`src/spi_cmd_pkg.sv`:
```
// Constants, command codes and frame layout for the serial register access block
package spi_cmd_pkg;
	localparam int FRAME_BITS = 16;              // Bits per frame
	localparam int CNT_W      = 5;               // Clock pulse counter width
	localparam logic [CNT_W-1:0] CNT_MAX = 5'h1F; // Counter saturates here
	localparam logic [CNT_W-1:0] CNT_FULL = 5'h10; // Pulses in a good frame
	localparam int CMD_W      = 4;               // Command field width
	localparam int ADDR_W     = 4;               // Address field width
	localparam int DATA_W     = 8;               // Register data width
	localparam int NUM_REGS   = 16;              // Registers per bank

	// Command codes
	localparam logic [CMD_W-1:0] CMD_CHECK    = 4'h0;
	localparam logic [CMD_W-1:0] CMD_RD_CFG   = 4'h1;
	localparam logic [CMD_W-1:0] CMD_WR_CFG   = 4'h2;
	localparam logic [CMD_W-1:0] CMD_RD_STAT  = 4'h3;
	localparam logic [CMD_W-1:0] CMD_WR_STAT  = 4'h4;
	localparam logic [CMD_W-1:0] CMD_RD_CTL   = 4'h5;
	localparam logic [CMD_W-1:0] CMD_WR_CTL   = 4'h6;
	localparam logic [CMD_W-1:0] CMD_CHK_RESP = 4'h7;

	// Integrity check answer: top bit low, next three high
	localparam logic       CHECK_TOP  = 1'h0;
	localparam logic [2:0] CHECK_FLIP = 3'h7;

	// Supply and fault status register
	localparam logic [ADDR_W-1:0] STATUS_ADDR  = 4'hD;
	localparam logic [DATA_W-1:0] STATUS_RESET = 8'h00;
	localparam int                STAT_ANY     = 7;     // Any-fault summary
	localparam int                STAT_SERIAL  = 3;     // Serial error
	localparam logic [DATA_W-1:0] FAULT_MASK   = 8'h77; // Bits fed by fault_in

	// Default of configuration and control registers
	localparam logic [DATA_W-1:0] BANK_RESET = 8'h00;

	// Self-test write enable lives in a control register
	localparam logic [ADDR_W-1:0] SELF_TEST_ADDR = 4'h0;
	localparam int                SELF_TEST_BIT  = 0;

	// One received frame
	typedef struct packed {
		logic [CMD_W-1:0]  cmd;
		logic [ADDR_W-1:0] addr;
		logic [DATA_W-1:0] data;
	} frame_s;
endpackage : spi_cmd_pkg

```
`src/spi_frame_shifter.sv`:
```
// Pin synchronisers, shift registers and pulse counter of the serial link
`timescale 1ns/1ns
module spi_frame_shifter (
	input  wire logic                       clk,
	input  wire logic                       rst,
	input  wire logic                       sclk,
	input  wire logic                       frame_select_n,
	input  wire logic                       si,
	input  wire logic [spi_cmd_pkg::FRAME_BITS-1:0] tx_word,
	output logic                            so_out,
	output logic                            so_oe,
	output spi_cmd_pkg::frame_s             rx_frame,
	output logic                            frame_ok,
	output logic                            frame_bad
);
	import spi_cmd_pkg::*;

	logic [2:0]            sclk_q;      // Stage 0/1 synchroniser, 2 edge memory
	logic [2:0]            sel_q;       // Same for select
	logic [1:0]            si_q;        // Data synchroniser
	logic [FRAME_BITS-1:0] rx_sh;       // Incoming shift register
	logic [FRAME_BITS-1:0] tx_sh;       // Outgoing shift register
	logic [CNT_W-1:0]      count;       // Rising clock pulses this frame
	logic [FRAME_BITS-1:0] next_rx_sh;
	logic [FRAME_BITS-1:0] next_tx_sh;
	logic [CNT_W-1:0]      next_count;
	logic                  next_so_out;
	logic                  next_so_oe;
	frame_s                next_rx_frame;
	logic                  next_frame_ok;
	logic                  next_frame_bad;
	logic                  sclk_rise;
	logic                  sclk_fall;
	logic                  sel_fall;
	logic                  sel_rise;
	logic                  active;

	// Edges are only taken from the second stage onward
	assign sclk_rise = sclk_q[1] & ~sclk_q[2];
	assign sclk_fall = ~sclk_q[1] & sclk_q[2];
	assign sel_fall  = ~sel_q[1] & sel_q[2];
	assign sel_rise  = sel_q[1] & ~sel_q[2];
	assign active    = ~sel_q[1];

	// Synchronisers; select idles high so it resets high
	always_ff @(posedge clk) begin
		if (rst) begin
			sclk_q <= 3'h0;
			sel_q  <= 3'h7;
			si_q   <= 2'h0;
		end else begin
			sclk_q <= {sclk_q[1:0], sclk};
			sel_q  <= {sel_q[1:0], frame_select_n};
			si_q   <= {si_q[0], si};
		end
	end

	// Shifting and framing
	always_comb begin
		next_rx_sh     = rx_sh;
		next_tx_sh     = tx_sh;
		next_count     = count;
		next_so_out    = so_out;
		next_so_oe     = so_oe;
		next_rx_frame  = rx_frame;
		next_frame_ok  = 1'b0;
		next_frame_bad = 1'b0;
		if (sel_fall) begin
			// Answer word is captured as the frame opens
			next_count  = '0;
			next_tx_sh  = tx_word;
			next_so_out = tx_word[FRAME_BITS-1];
			next_so_oe  = 1'b1;
		end else if (sel_rise) begin
			// Frame ends; only a full count is handed on
			next_so_oe  = 1'b0;
			next_so_out = 1'b0;
			if (count == CNT_FULL) begin
				next_frame_ok = 1'b1;
				next_rx_frame = rx_sh;
			end else begin
				next_frame_bad = 1'b1;
			end
		end else if (active) begin
			if (sclk_rise) begin
				// Sample on rising edge, MSB first
				next_rx_sh = {rx_sh[FRAME_BITS-2:0], si_q[1]};
				if (count != CNT_MAX) begin
					next_count = count + 1'b1;
				end
			end
			if (sclk_fall) begin
				// Output moves on falling edge
				next_so_out = tx_sh[FRAME_BITS-2];
				next_tx_sh  = {tx_sh[FRAME_BITS-2:0], 1'b0};
			end
		end
	end

	// Framing state registers
	always_ff @(posedge clk) begin
		if (rst) begin
			rx_sh     <= '0;
			tx_sh     <= '0;
			count     <= '0;
			so_out    <= 1'b0;
			so_oe     <= 1'b0;
			rx_frame  <= '0;
			frame_ok  <= 1'b0;
			frame_bad <= 1'b0;
		end else begin
			rx_sh     <= next_rx_sh;
			tx_sh     <= next_tx_sh;
			count     <= next_count;
			so_out    <= next_so_out;
			so_oe     <= next_so_oe;
			rx_frame  <= next_rx_frame;
			frame_ok  <= next_frame_ok;
			frame_bad <= next_frame_bad;
		end
	end
endmodule : spi_frame_shifter

```
`src/spi_command_regs.sv`:
```
// Serial command decoder with configuration, control and status register banks
`timescale 1ns/1ns
module spi_command_regs (
	input  wire logic                        clk,
	input  wire logic                        rst,
	input  wire logic                        sclk,
	input  wire logic                        frame_select_n,
	input  wire logic                        si,
	input  wire logic [spi_cmd_pkg::DATA_W-1:0] fault_in,
	output logic                             so_out,
	output logic                             so_oe,
	output logic [spi_cmd_pkg::NUM_REGS-1:0][spi_cmd_pkg::DATA_W-1:0] config_out,
	output logic [spi_cmd_pkg::NUM_REGS-1:0][spi_cmd_pkg::DATA_W-1:0] control_out,
	output logic [spi_cmd_pkg::DATA_W-1:0]   status_out
);
	import spi_cmd_pkg::*;

	typedef enum logic [0:0] {
		WAIT_FRAME,
		EXECUTE
	} exec_e;

	exec_e                 state;       // Decoder state
	exec_e                 next_state;
	frame_s                cmd_q;       // Frame under execution
	frame_s                next_cmd_q;
	frame_s                rx_frame;    // Frame from the shifter
	logic                  frame_ok;    // Full frame ended
	logic                  frame_bad;   // Frame with wrong pulse count
	logic [FRAME_BITS-1:0] resp;        // Word shifted out next frame
	logic [FRAME_BITS-1:0] next_resp;
	logic [NUM_REGS-1:0][DATA_W-1:0] next_cfg;
	logic [NUM_REGS-1:0][DATA_W-1:0] next_ctl;
	logic [DATA_W-1:0]     next_status;
	logic                  decode_err;  // Command or address unknown
	logic                  self_test;   // Status bits freely writable
	logic                  is_stat;     // Address names the status register

	assign self_test = control_out[SELF_TEST_ADDR][SELF_TEST_BIT];
	assign is_stat   = cmd_q.addr == STATUS_ADDR;

	// Link side: synchronising, shifting, counting
	spi_frame_shifter u_shifter (
		.clk            (clk),
		.rst            (rst),
		.sclk           (sclk),
		.frame_select_n (frame_select_n),
		.si             (si),
		.tx_word        (resp),
		.so_out         (so_out),
		.so_oe          (so_oe),
		.rx_frame       (rx_frame),
		.frame_ok       (frame_ok),
		.frame_bad      (frame_bad)
	);

	// Decode and register update; frames only arrive whole, so no
	// partial data can ever reach the banks
	always_comb begin
		next_state  = state;
		next_cmd_q  = cmd_q;
		next_resp   = resp;
		next_cfg    = config_out;
		next_ctl    = control_out;
		next_status = status_out;
		decode_err  = 1'b0;
		case (state)
			WAIT_FRAME: begin
				// A whole frame is taken when it ends
				// Only whole frames pulse frame_ok; bad ones never get here
				if (frame_ok) begin
					next_cmd_q = rx_frame;
					next_state = EXECUTE;
				end
			end
			EXECUTE: begin
				next_state = WAIT_FRAME;
				next_resp  = '0; // Writes and errors answer zero
				case (cmd_q.cmd)
					CMD_CHECK: begin
						// Echo payload, mark top nibble
						next_resp = {CHECK_TOP, CHECK_FLIP, cmd_q.addr, cmd_q.data};
					end
					CMD_RD_CFG: begin
						// Answer leaves in the host's next frame
						next_resp = {cmd_q.cmd, cmd_q.addr, config_out[cmd_q.addr]};
					end
					CMD_WR_CFG: begin
						// Data of this very frame, at its address field
						next_cfg[cmd_q.addr] = cmd_q.data;
					end
					CMD_RD_STAT: begin
						// Only one status register exists here
						if (is_stat) begin
							next_resp = {cmd_q.cmd, cmd_q.addr, status_out};
						end else begin
							decode_err = 1'b1;
						end
					end
					CMD_WR_STAT: begin
						if (!is_stat) begin
							decode_err = 1'b1;
						end else if (self_test) begin
							next_status = cmd_q.data;
						end else begin
							// Writing zero clears, writing one keeps
							next_status = status_out & cmd_q.data;
						end
					end
					CMD_RD_CTL: begin
						// Answer leaves in the host's next frame
						next_resp = {cmd_q.cmd, cmd_q.addr, control_out[cmd_q.addr]};
					end
					CMD_WR_CTL: begin
						// Writing control 0 bit 0 also sets self-test to the written value
						next_ctl[cmd_q.addr] = cmd_q.data;
					end
					CMD_CHK_RESP: begin
						// Response code: accepted, no effect
					end
					default: begin
						decode_err = 1'b1;
					end
				endcase
			end
			default: begin
				// Unreachable with two states, kept as a safe exit
				next_state = WAIT_FRAME;
			end
		endcase
		// Hardware sets come after the host write, so a set wins.
		// In self-test the fault inputs are held off so a written
		// pattern can be read back unchanged.
		if (!self_test) begin
			next_status = next_status | (fault_in & FAULT_MASK);
		end
		// Link errors flag even in self-test, so a bad frame is never lost
		if (frame_bad || decode_err) begin
			next_status[STAT_SERIAL] = 1'b1;
		end
		// Outside self-test the summary follows bits 6:0 and stays until the host clears it
		if (!self_test && (|(next_status & ~(8'h01 << STAT_ANY)))) begin
			next_status[STAT_ANY] = 1'b1;
		end
	end

	// Register banks and decoder state
	always_ff @(posedge clk) begin
		if (rst) begin
			state       <= WAIT_FRAME;
			cmd_q       <= '0;
			resp        <= '0;
			config_out  <= {NUM_REGS{BANK_RESET}};
			control_out <= {NUM_REGS{BANK_RESET}};
			status_out  <= STATUS_RESET;
		end else begin
			state       <= next_state;
			cmd_q       <= next_cmd_q;
			resp        <= next_resp;
			config_out  <= next_cfg;
			control_out <= next_ctl;
			status_out  <= next_status;
		end
	end
endmodule : spi_command_regs

```
`config.mk`:
```
export PLATFORM = sky130hd
export DESIGN_NAME = spi_command_regs
export DESIGN_NICKNAME = d
export VERILOG_FILES = /design/src/spi_cmd_pkg.sv /design/src/spi_frame_shifter.sv /design/src/spi_command_regs.sv
export SDC_FILE = /design/constraint.sdc
export NUM_CORES = 1
export LEC_CHECK = 0
export CORE_ASPECT_RATIO = 0.9
export CORE_MARGIN = 2
export CORE_UTILIZATION = 55
export CTS_CLUSTER_DIAMETER = 200
export DETAILED_ROUTE_END_ITERATION = 16
export DONT_BUFFER_PORTS = 1
export PLACE_DENSITY = 0.79
export SYNTH_ARGS = -nofsm -noshare
export SYNTH_HDL_FRONTEND = slang
export SYNTH_SLANG_ARGS = --single-unit
```
`constraint.sdc`:
```
create_clock -name clk -period 7.09 [get_ports clk]
set_input_delay 0.709 -clock clk [delete_from_list [all_inputs] [get_ports clk]]
set_output_delay 0.709 -clock clk [all_outputs]
set_load 0.005 [all_outputs]
```
# == Word-level counts from Yosys, hierarchy flattened ==
# Cells that the tools add are included.
# totals
register_bits,361
output_inout_bits,266
word_cells,135
# classes
addsub,1
n_lt_le_gt_ge,2
eq_ne,13
n_mux,34
n_bitwise,13
reduce_logical,21
# op_table
op,n
128-bit bitwise mux,2
8-bit binary-select mux with 4-bit select,2
8-bit 2-to-1 mux,8
16-bit one-hot mux with 4 select lines,1
15-bit 2-to-1 mux,4
8-bit demux with 4-bit select,1
"4-bit by 3-bit == test with 1-bit output, second input constant",4
16-bit 2-to-1 mux,1
1-bit 2-to-1 mux,13
8-bit bitwise AND,1
"4-bit by 2-bit == test with 1-bit output, second input constant",2
8-bit by 7-bit OR with 8-bit output,1
2-bit AND reduction,4
4-bit AND reduction,2
1-bit NOT,7
7-bit OR reduction,1
3-bit AND reduction,2
6-bit OR reduction,1
"5-bit by 1-bit adder with 5-bit output, second input constant",1
"5-bit == test, second input constant",1
"4-bit by 5-bit < comparator with 1-bit output, second input constant",1
"5-bit != test, second input constant",1
1-bit bitwise AND,4
"4-bit by 1-bit == test with 1-bit output, second input constant",1
14 further kinds,18

# == Longest topological paths before layout ==
# logic_depth
ltp_word,11
ltp_mapped,9
depth_no_buf,7

# == Hierarchy ==
# A second synthesis with hierarchy kept.
# hier_totals
hier_cells,1639
area_unflattened_um2,15627.5
# by_module_without_submodules
mod,n_inst,cells_per_inst,area_each_um2
spi_command_regs,1,1386,13093.8
spi_frame_shifter,1,253,2533.7

# == Worst setup path after synthesis ==
# OpenSTA, ideal clock, no wires.
# synth_timing
path_type,flip-flop to flip-flop
startpoint,register state
endpoint,register status_out[7] (netlist name)
arrival_time_ps,2155
required_ps,6965
slack_ps,4810
path_stages_with_launch,9
synth_period_minus_slack_ps,2280
path_cell_list,dfxtp_1 buf_6 or3b_4 or4_4 buf_6 a221o_1 and3b_1 nand4_1 o2bb2ai_1
# synth_between
elab_chain_len,7
elab_cells_between_ends,9
cone_classes,mux (5); bitwise (1); reduce/logical (3)
# synth_lines
element,line_no,rtl
"start, declared",spi_command_regs.sv:23,exec_e state;
"start signal, assigned",spi_command_regs.sv:157,state <= next_state;
8-bit 2-to-1 mux,spi_command_regs.sv:67,case (state)
8-bit by 7-bit OR with 8-bit output,spi_command_regs.sv:135,next_status = next_status | (fault_in & FAULT_MASK);
8-bit 2-to-1 mux,spi_command_regs.sv:134,if (!self_test) begin
1-bit 2-to-1 mux,spi_command_regs.sv:138,if (frame_bad || decode_err) begin
7-bit OR reduction,spi_command_regs.sv:142,if (!self_test && (|(next_status & ~(8'h01 << STAT_ANY)))) begin
1-bit logical AND,spi_command_regs.sv:142,
1-bit 2-to-1 mux (*),spi_command_regs.sv:142,
"end signal, assigned",spi_command_regs.sv:162,status_out <= next_status;
"end, declared",spi_command_regs.sv:14,output logic [spi_cmd_pkg::DATA_W-1:0] status_out
# Every way passes the cells marked *; elsewhere a longest branch is shown, timed or not.
# A chain may end at the register's enable or synchronous reset.

# == Worst setup path after layout ==
# layout_timing
startpoint,register cmd_q[8] (netlist name)
endpoint,register resp[7]
# layout_between
elab_chain_len,3
elab_cells_between_ends,7
cone_classes,eq/ne (1); mux (6)
# layout_lines
element,line_no,rtl
"start, declared",spi_command_regs.sv:25,frame_s cmd_q;
"start signal, assigned",spi_command_regs.sv:158,cmd_q <= next_cmd_q;
"8-bit binary-select mux with 4-bit select, or another cell as far along",spi_command_regs.sv:112,"next_resp = {cmd_q.cmd, cmd_q.addr, control_out[cmd_q.addr]};"
"8-bit 2-to-1 mux (not written as such), or another cell as far along",spi_command_regs.sv:112,
16-bit one-hot mux with 4 select lines (*),spi_command_regs.sv:79,case (cmd_q.cmd)
"end signal, assigned",spi_command_regs.sv:159,resp <= next_resp;
"end, declared",spi_command_regs.sv:30,logic [FRAME_BITS-1:0] resp;
# Every way passes the cells marked *; elsewhere a longest branch is shown, timed or not. The select of a mux whose other input is x is not followed.

==> impl_metrics.json <==
{
  "port_buffers": 0,
  "grt-ovfl-total": 0,
  "die_h_um": 162.9,
  "first_pass_iters": 7,
  "register_area_mm2": 0.007236,
  "die_width_um": 180.5,
  "crit_fanout": 44,
  "multiInputGateArea_mm2": 0.007605,
  "ctsHoldBuffers": 0,
  "pwr_density_cell_mw_per_mm2": 239.8,
  "fin_tns_setup_ns": 0,
  "pwr-share-comb_pct": 0.7,
  "worst-setup-path-type": "reg2reg",
  "core_area_mm2": 0.02779,
  "antenna_found_initial": 1,
  "cts_buffers": 38,
  "fin_hold_ws_ns": 0.2674,
  "grt_max_degree": 351,
  "post_cts_buffers": 0,
  "drtAntennaViolNets": 0,
  "start_util_pct": 55.48,
  "layout_common_cells": "dfxtp_1, nor2_1, mux2i_1",
  "cts_tree": "yes",
  "critical_path.top_delay_family": "simple AND/OR/NAND/NOR gates",
  "rsz0062_at_grt": "no",
  "drtIter0Drc": 1629,
  "path_buf_inv": 1,
  "syn_avg_cell_area_um2": 9.650,
  "power.switching_mw": 0.8356,
  "critical-path-slowest-cell": "nor4b_1",
  "async_flop_share_pct": 0,
  "drcViolationCount": 0,
  "cap_violations": 0,
  "maxSlewHeadroom_pct": 13.24,
  "clk_latency_ns": 0.54,
  "drive_gt1_share_pct": 11.50,
  "synth_cell_types": 52,
  "clock-sinks": 361,
  "finalPower_mw": 4.004,
  "clk_path_buf_depth": 3,
  "crit_required_ns": 7.53,
  "ys.warnings.count": 0,
  "worstPathArrival_ns": 4.54,
  "io_pins": 279,
  "slew_viol_final": 0,
  "p_leak_nw": 5.482,
  "fp-row-count": 58,
  "sw_frac_of_total_pct": 20.87,
  "setup_viol_count_final": 0,
  "final_common_cell": "dfxtp_1",
  "path_cells": "buf_4 > nand4b_1 > nor4b_1 > a22oi_1 > o221ai_1 > a21oi_1 > o21ai_0",
  "period_minus_slack_ns": 4.099,
  "syn_nets": 1618,
  "worstMarginPinSlew_ns": 1.299,
  "ys.flop_type": "dfxtp_1",
  "synthToLayoutAreaGrowth_pct": 8.300,
  "fin_crit_sh_pct": 57.81,
  "synth_edf_count": 0,
  "wl_mm": 46.13,
  "slowest_delay_ns": 1.18,
  "grtUsageTotal_pct": 30.41,
  "grt_pass1_vias": 11850,
  "ir_drop_mv": 0.2013,
  "gp_congestion": 0.9434,
  "cts.htree.levels": 2,
  "final.fill_count": 2222,
  "clockPowerShare_pct": 48.1,
  "synth_area_mm2": 0.01542,
  "hpwl_mm": 30.25,
  "pwr-share-seq_pct": 51.1,
  "hold_viol_final": 0,
  "finClkSkew_ns": 0.02507,
  "wl_per_cell_um": 24.18,
  "antenna_cells": 0,
  "synth_seq_cells": 361,
  "status": "complete, no violations",
  "end_kind": "flip-flop",
  "hold_class": "in2reg",
  "vias": 12350,
  "fin_nets": 1541,
  "grt_pass1_wl_mm": 70.53,
  "dieArea_mm2": 0.02940,
  "ys_seq_area_share_pct": 46.86,
  "fmax_mhz": 244.0,
  "p_int_mw": 3.169,
  "cts-root-buf": "clkbuf_16",
  "routed_via_density": 6.475,
  "clk_pin_slew_ns": 0.06,
  "syn_inst": 1598,
  "start_kind": "flip-flop",
  "post_cts_resized": 0
}
worst paths after layout:
check	endpoint	depth (start not counted)	start	slack, ns
setup / recovery	resp[7]	7	cmd_q[8]	2.99
setup reg to reg	resp[7]	7	cmd_q[8]	2.99
hold reg to reg	u_shifter.sel_q[1]	1	u_shifter.sel_q[0]	0.42
hold / removal	u_shifter.tx_sh[0]	1	rst	0.27
kinds of logic after synthesis:
kind of cell / synth area share, %
xor gates and xnor gates: 0.1704
muxes: 24.09
and+or+nand+nor: 15.85
DFF: 46.86
buffers and inverters: 3.943
AOI/OAI and AO/OA: 8.519
adders and majority gates: 0.5679
power by group through the flow:
stage | clock network (mW) | registers [mW] | logic [mW]
after floorplan | 0 | 2.09 | 0.0502
after detailed placement | 0 | 2.09 | 0.0291
after global routing | 2.03 | 2.05 | 0.0332
final | 1.93 | 2.05 | 0.0295
after CTS | 1.95 | 2.05 | 0.0294
after global placement | 0 | 2.09 | 0.0282
layer usage:
metal  global-route usage [%]  wire, µm
met2                    47.26     21280
met4                    12.46      1700
met5                        0         0
met3                    10.40      5640
met1                    39.03     17510
synth_stat cells (all sizes together) (2+ instances only):
cell type / instances / area, µm²
inv: 10 / 37.54
xor2: 2 / 17.52
ha: 7 / 87.58
a21oi: 149 / 745.7
nand4: 2 / 12.51
a31oi: 3 / 18.77
o31ai: 3 / 22.52
and2: 2 / 12.51
and3: 6 / 37.54
clkbuf: 104 / 390.4
a22oi: 11 / 82.58
nand2: 186 / 698.2
nand2b: 6 / 37.54
dfxtp: 361 / 7227
mux2i: 208 / 2082
o21ai: 35 / 175.2
nand3: 75 / 375.4
nand3b: 3 / 22.52
a211oi: 16 / 120.1
nor2b: 16 / 100.1
mux4: 72 / 1622
o22ai: 2 / 12.51
o221ai: 7 / 61.31
buf: 35 / 176.4
o21a: 2 / 15.01
nor3b: 5 / 37.54
nor3: 12 / 95.09
nor4: 3 / 33.78
or2: 5 / 31.28
a221oi: 2 / 17.52
nor2: 233 / 884.6
worst register-to-register path, cell delays in order (launching register included):
cell and delay, ns:
dfxtp_4 0.73, buf_4 0.86, nand4b_1 0.63, nor4b_1 1.18
a22oi_1 0.16, o221ai_1 0.19, a21oi_1 0.08, o21ai_0 0.16
stage by stage:
| stage | instances | setup slack (ns) | utilization (%) | area, µm² |
|---|---|---|---|---|
| 3_5_place_dp | 1841 | 3.083 | 55.76 | 15500 |
| 3_3_place_gp | 1841 | 3.295 | 55.76 | 15500 |
| 4_1_cts | 1908 | 3.035 | 60.09 | 16700 |
| 5_1_grt | 1908 | 2.686 | 60.09 | 16700 |
| 6_report | 1908 | 2.991 | 60.09 | 16700 |
| 2_1_floorplan | 1598 | 4.810 | - | 15420 |
cell type report:
type	instances	share of cell area, %
multi-input cells	1087	45.53
flip-flops and latches	361	43.32
clock buffers	56	6.585
well taps	360	2.697
repair buffers	22	0.9889
clock inverters	11	0.6218
inverters	11	0.2472
sequential cells by signal, indices dropped and copies added, names as in the netlist, 8 cells and up:
| register | flops |
|---|---|
| config_out | 128 |
| control_out | 128 |
| cmd_q | 16 |
| resp | 16 |
| u_shifter.rx_frame | 16 |
| u_shifter.rx_sh | 16 |
| u_shifter.tx_sh | 15 |
| status_out | 8 |
No activity file was read; power rests on OpenSTA's default activity.
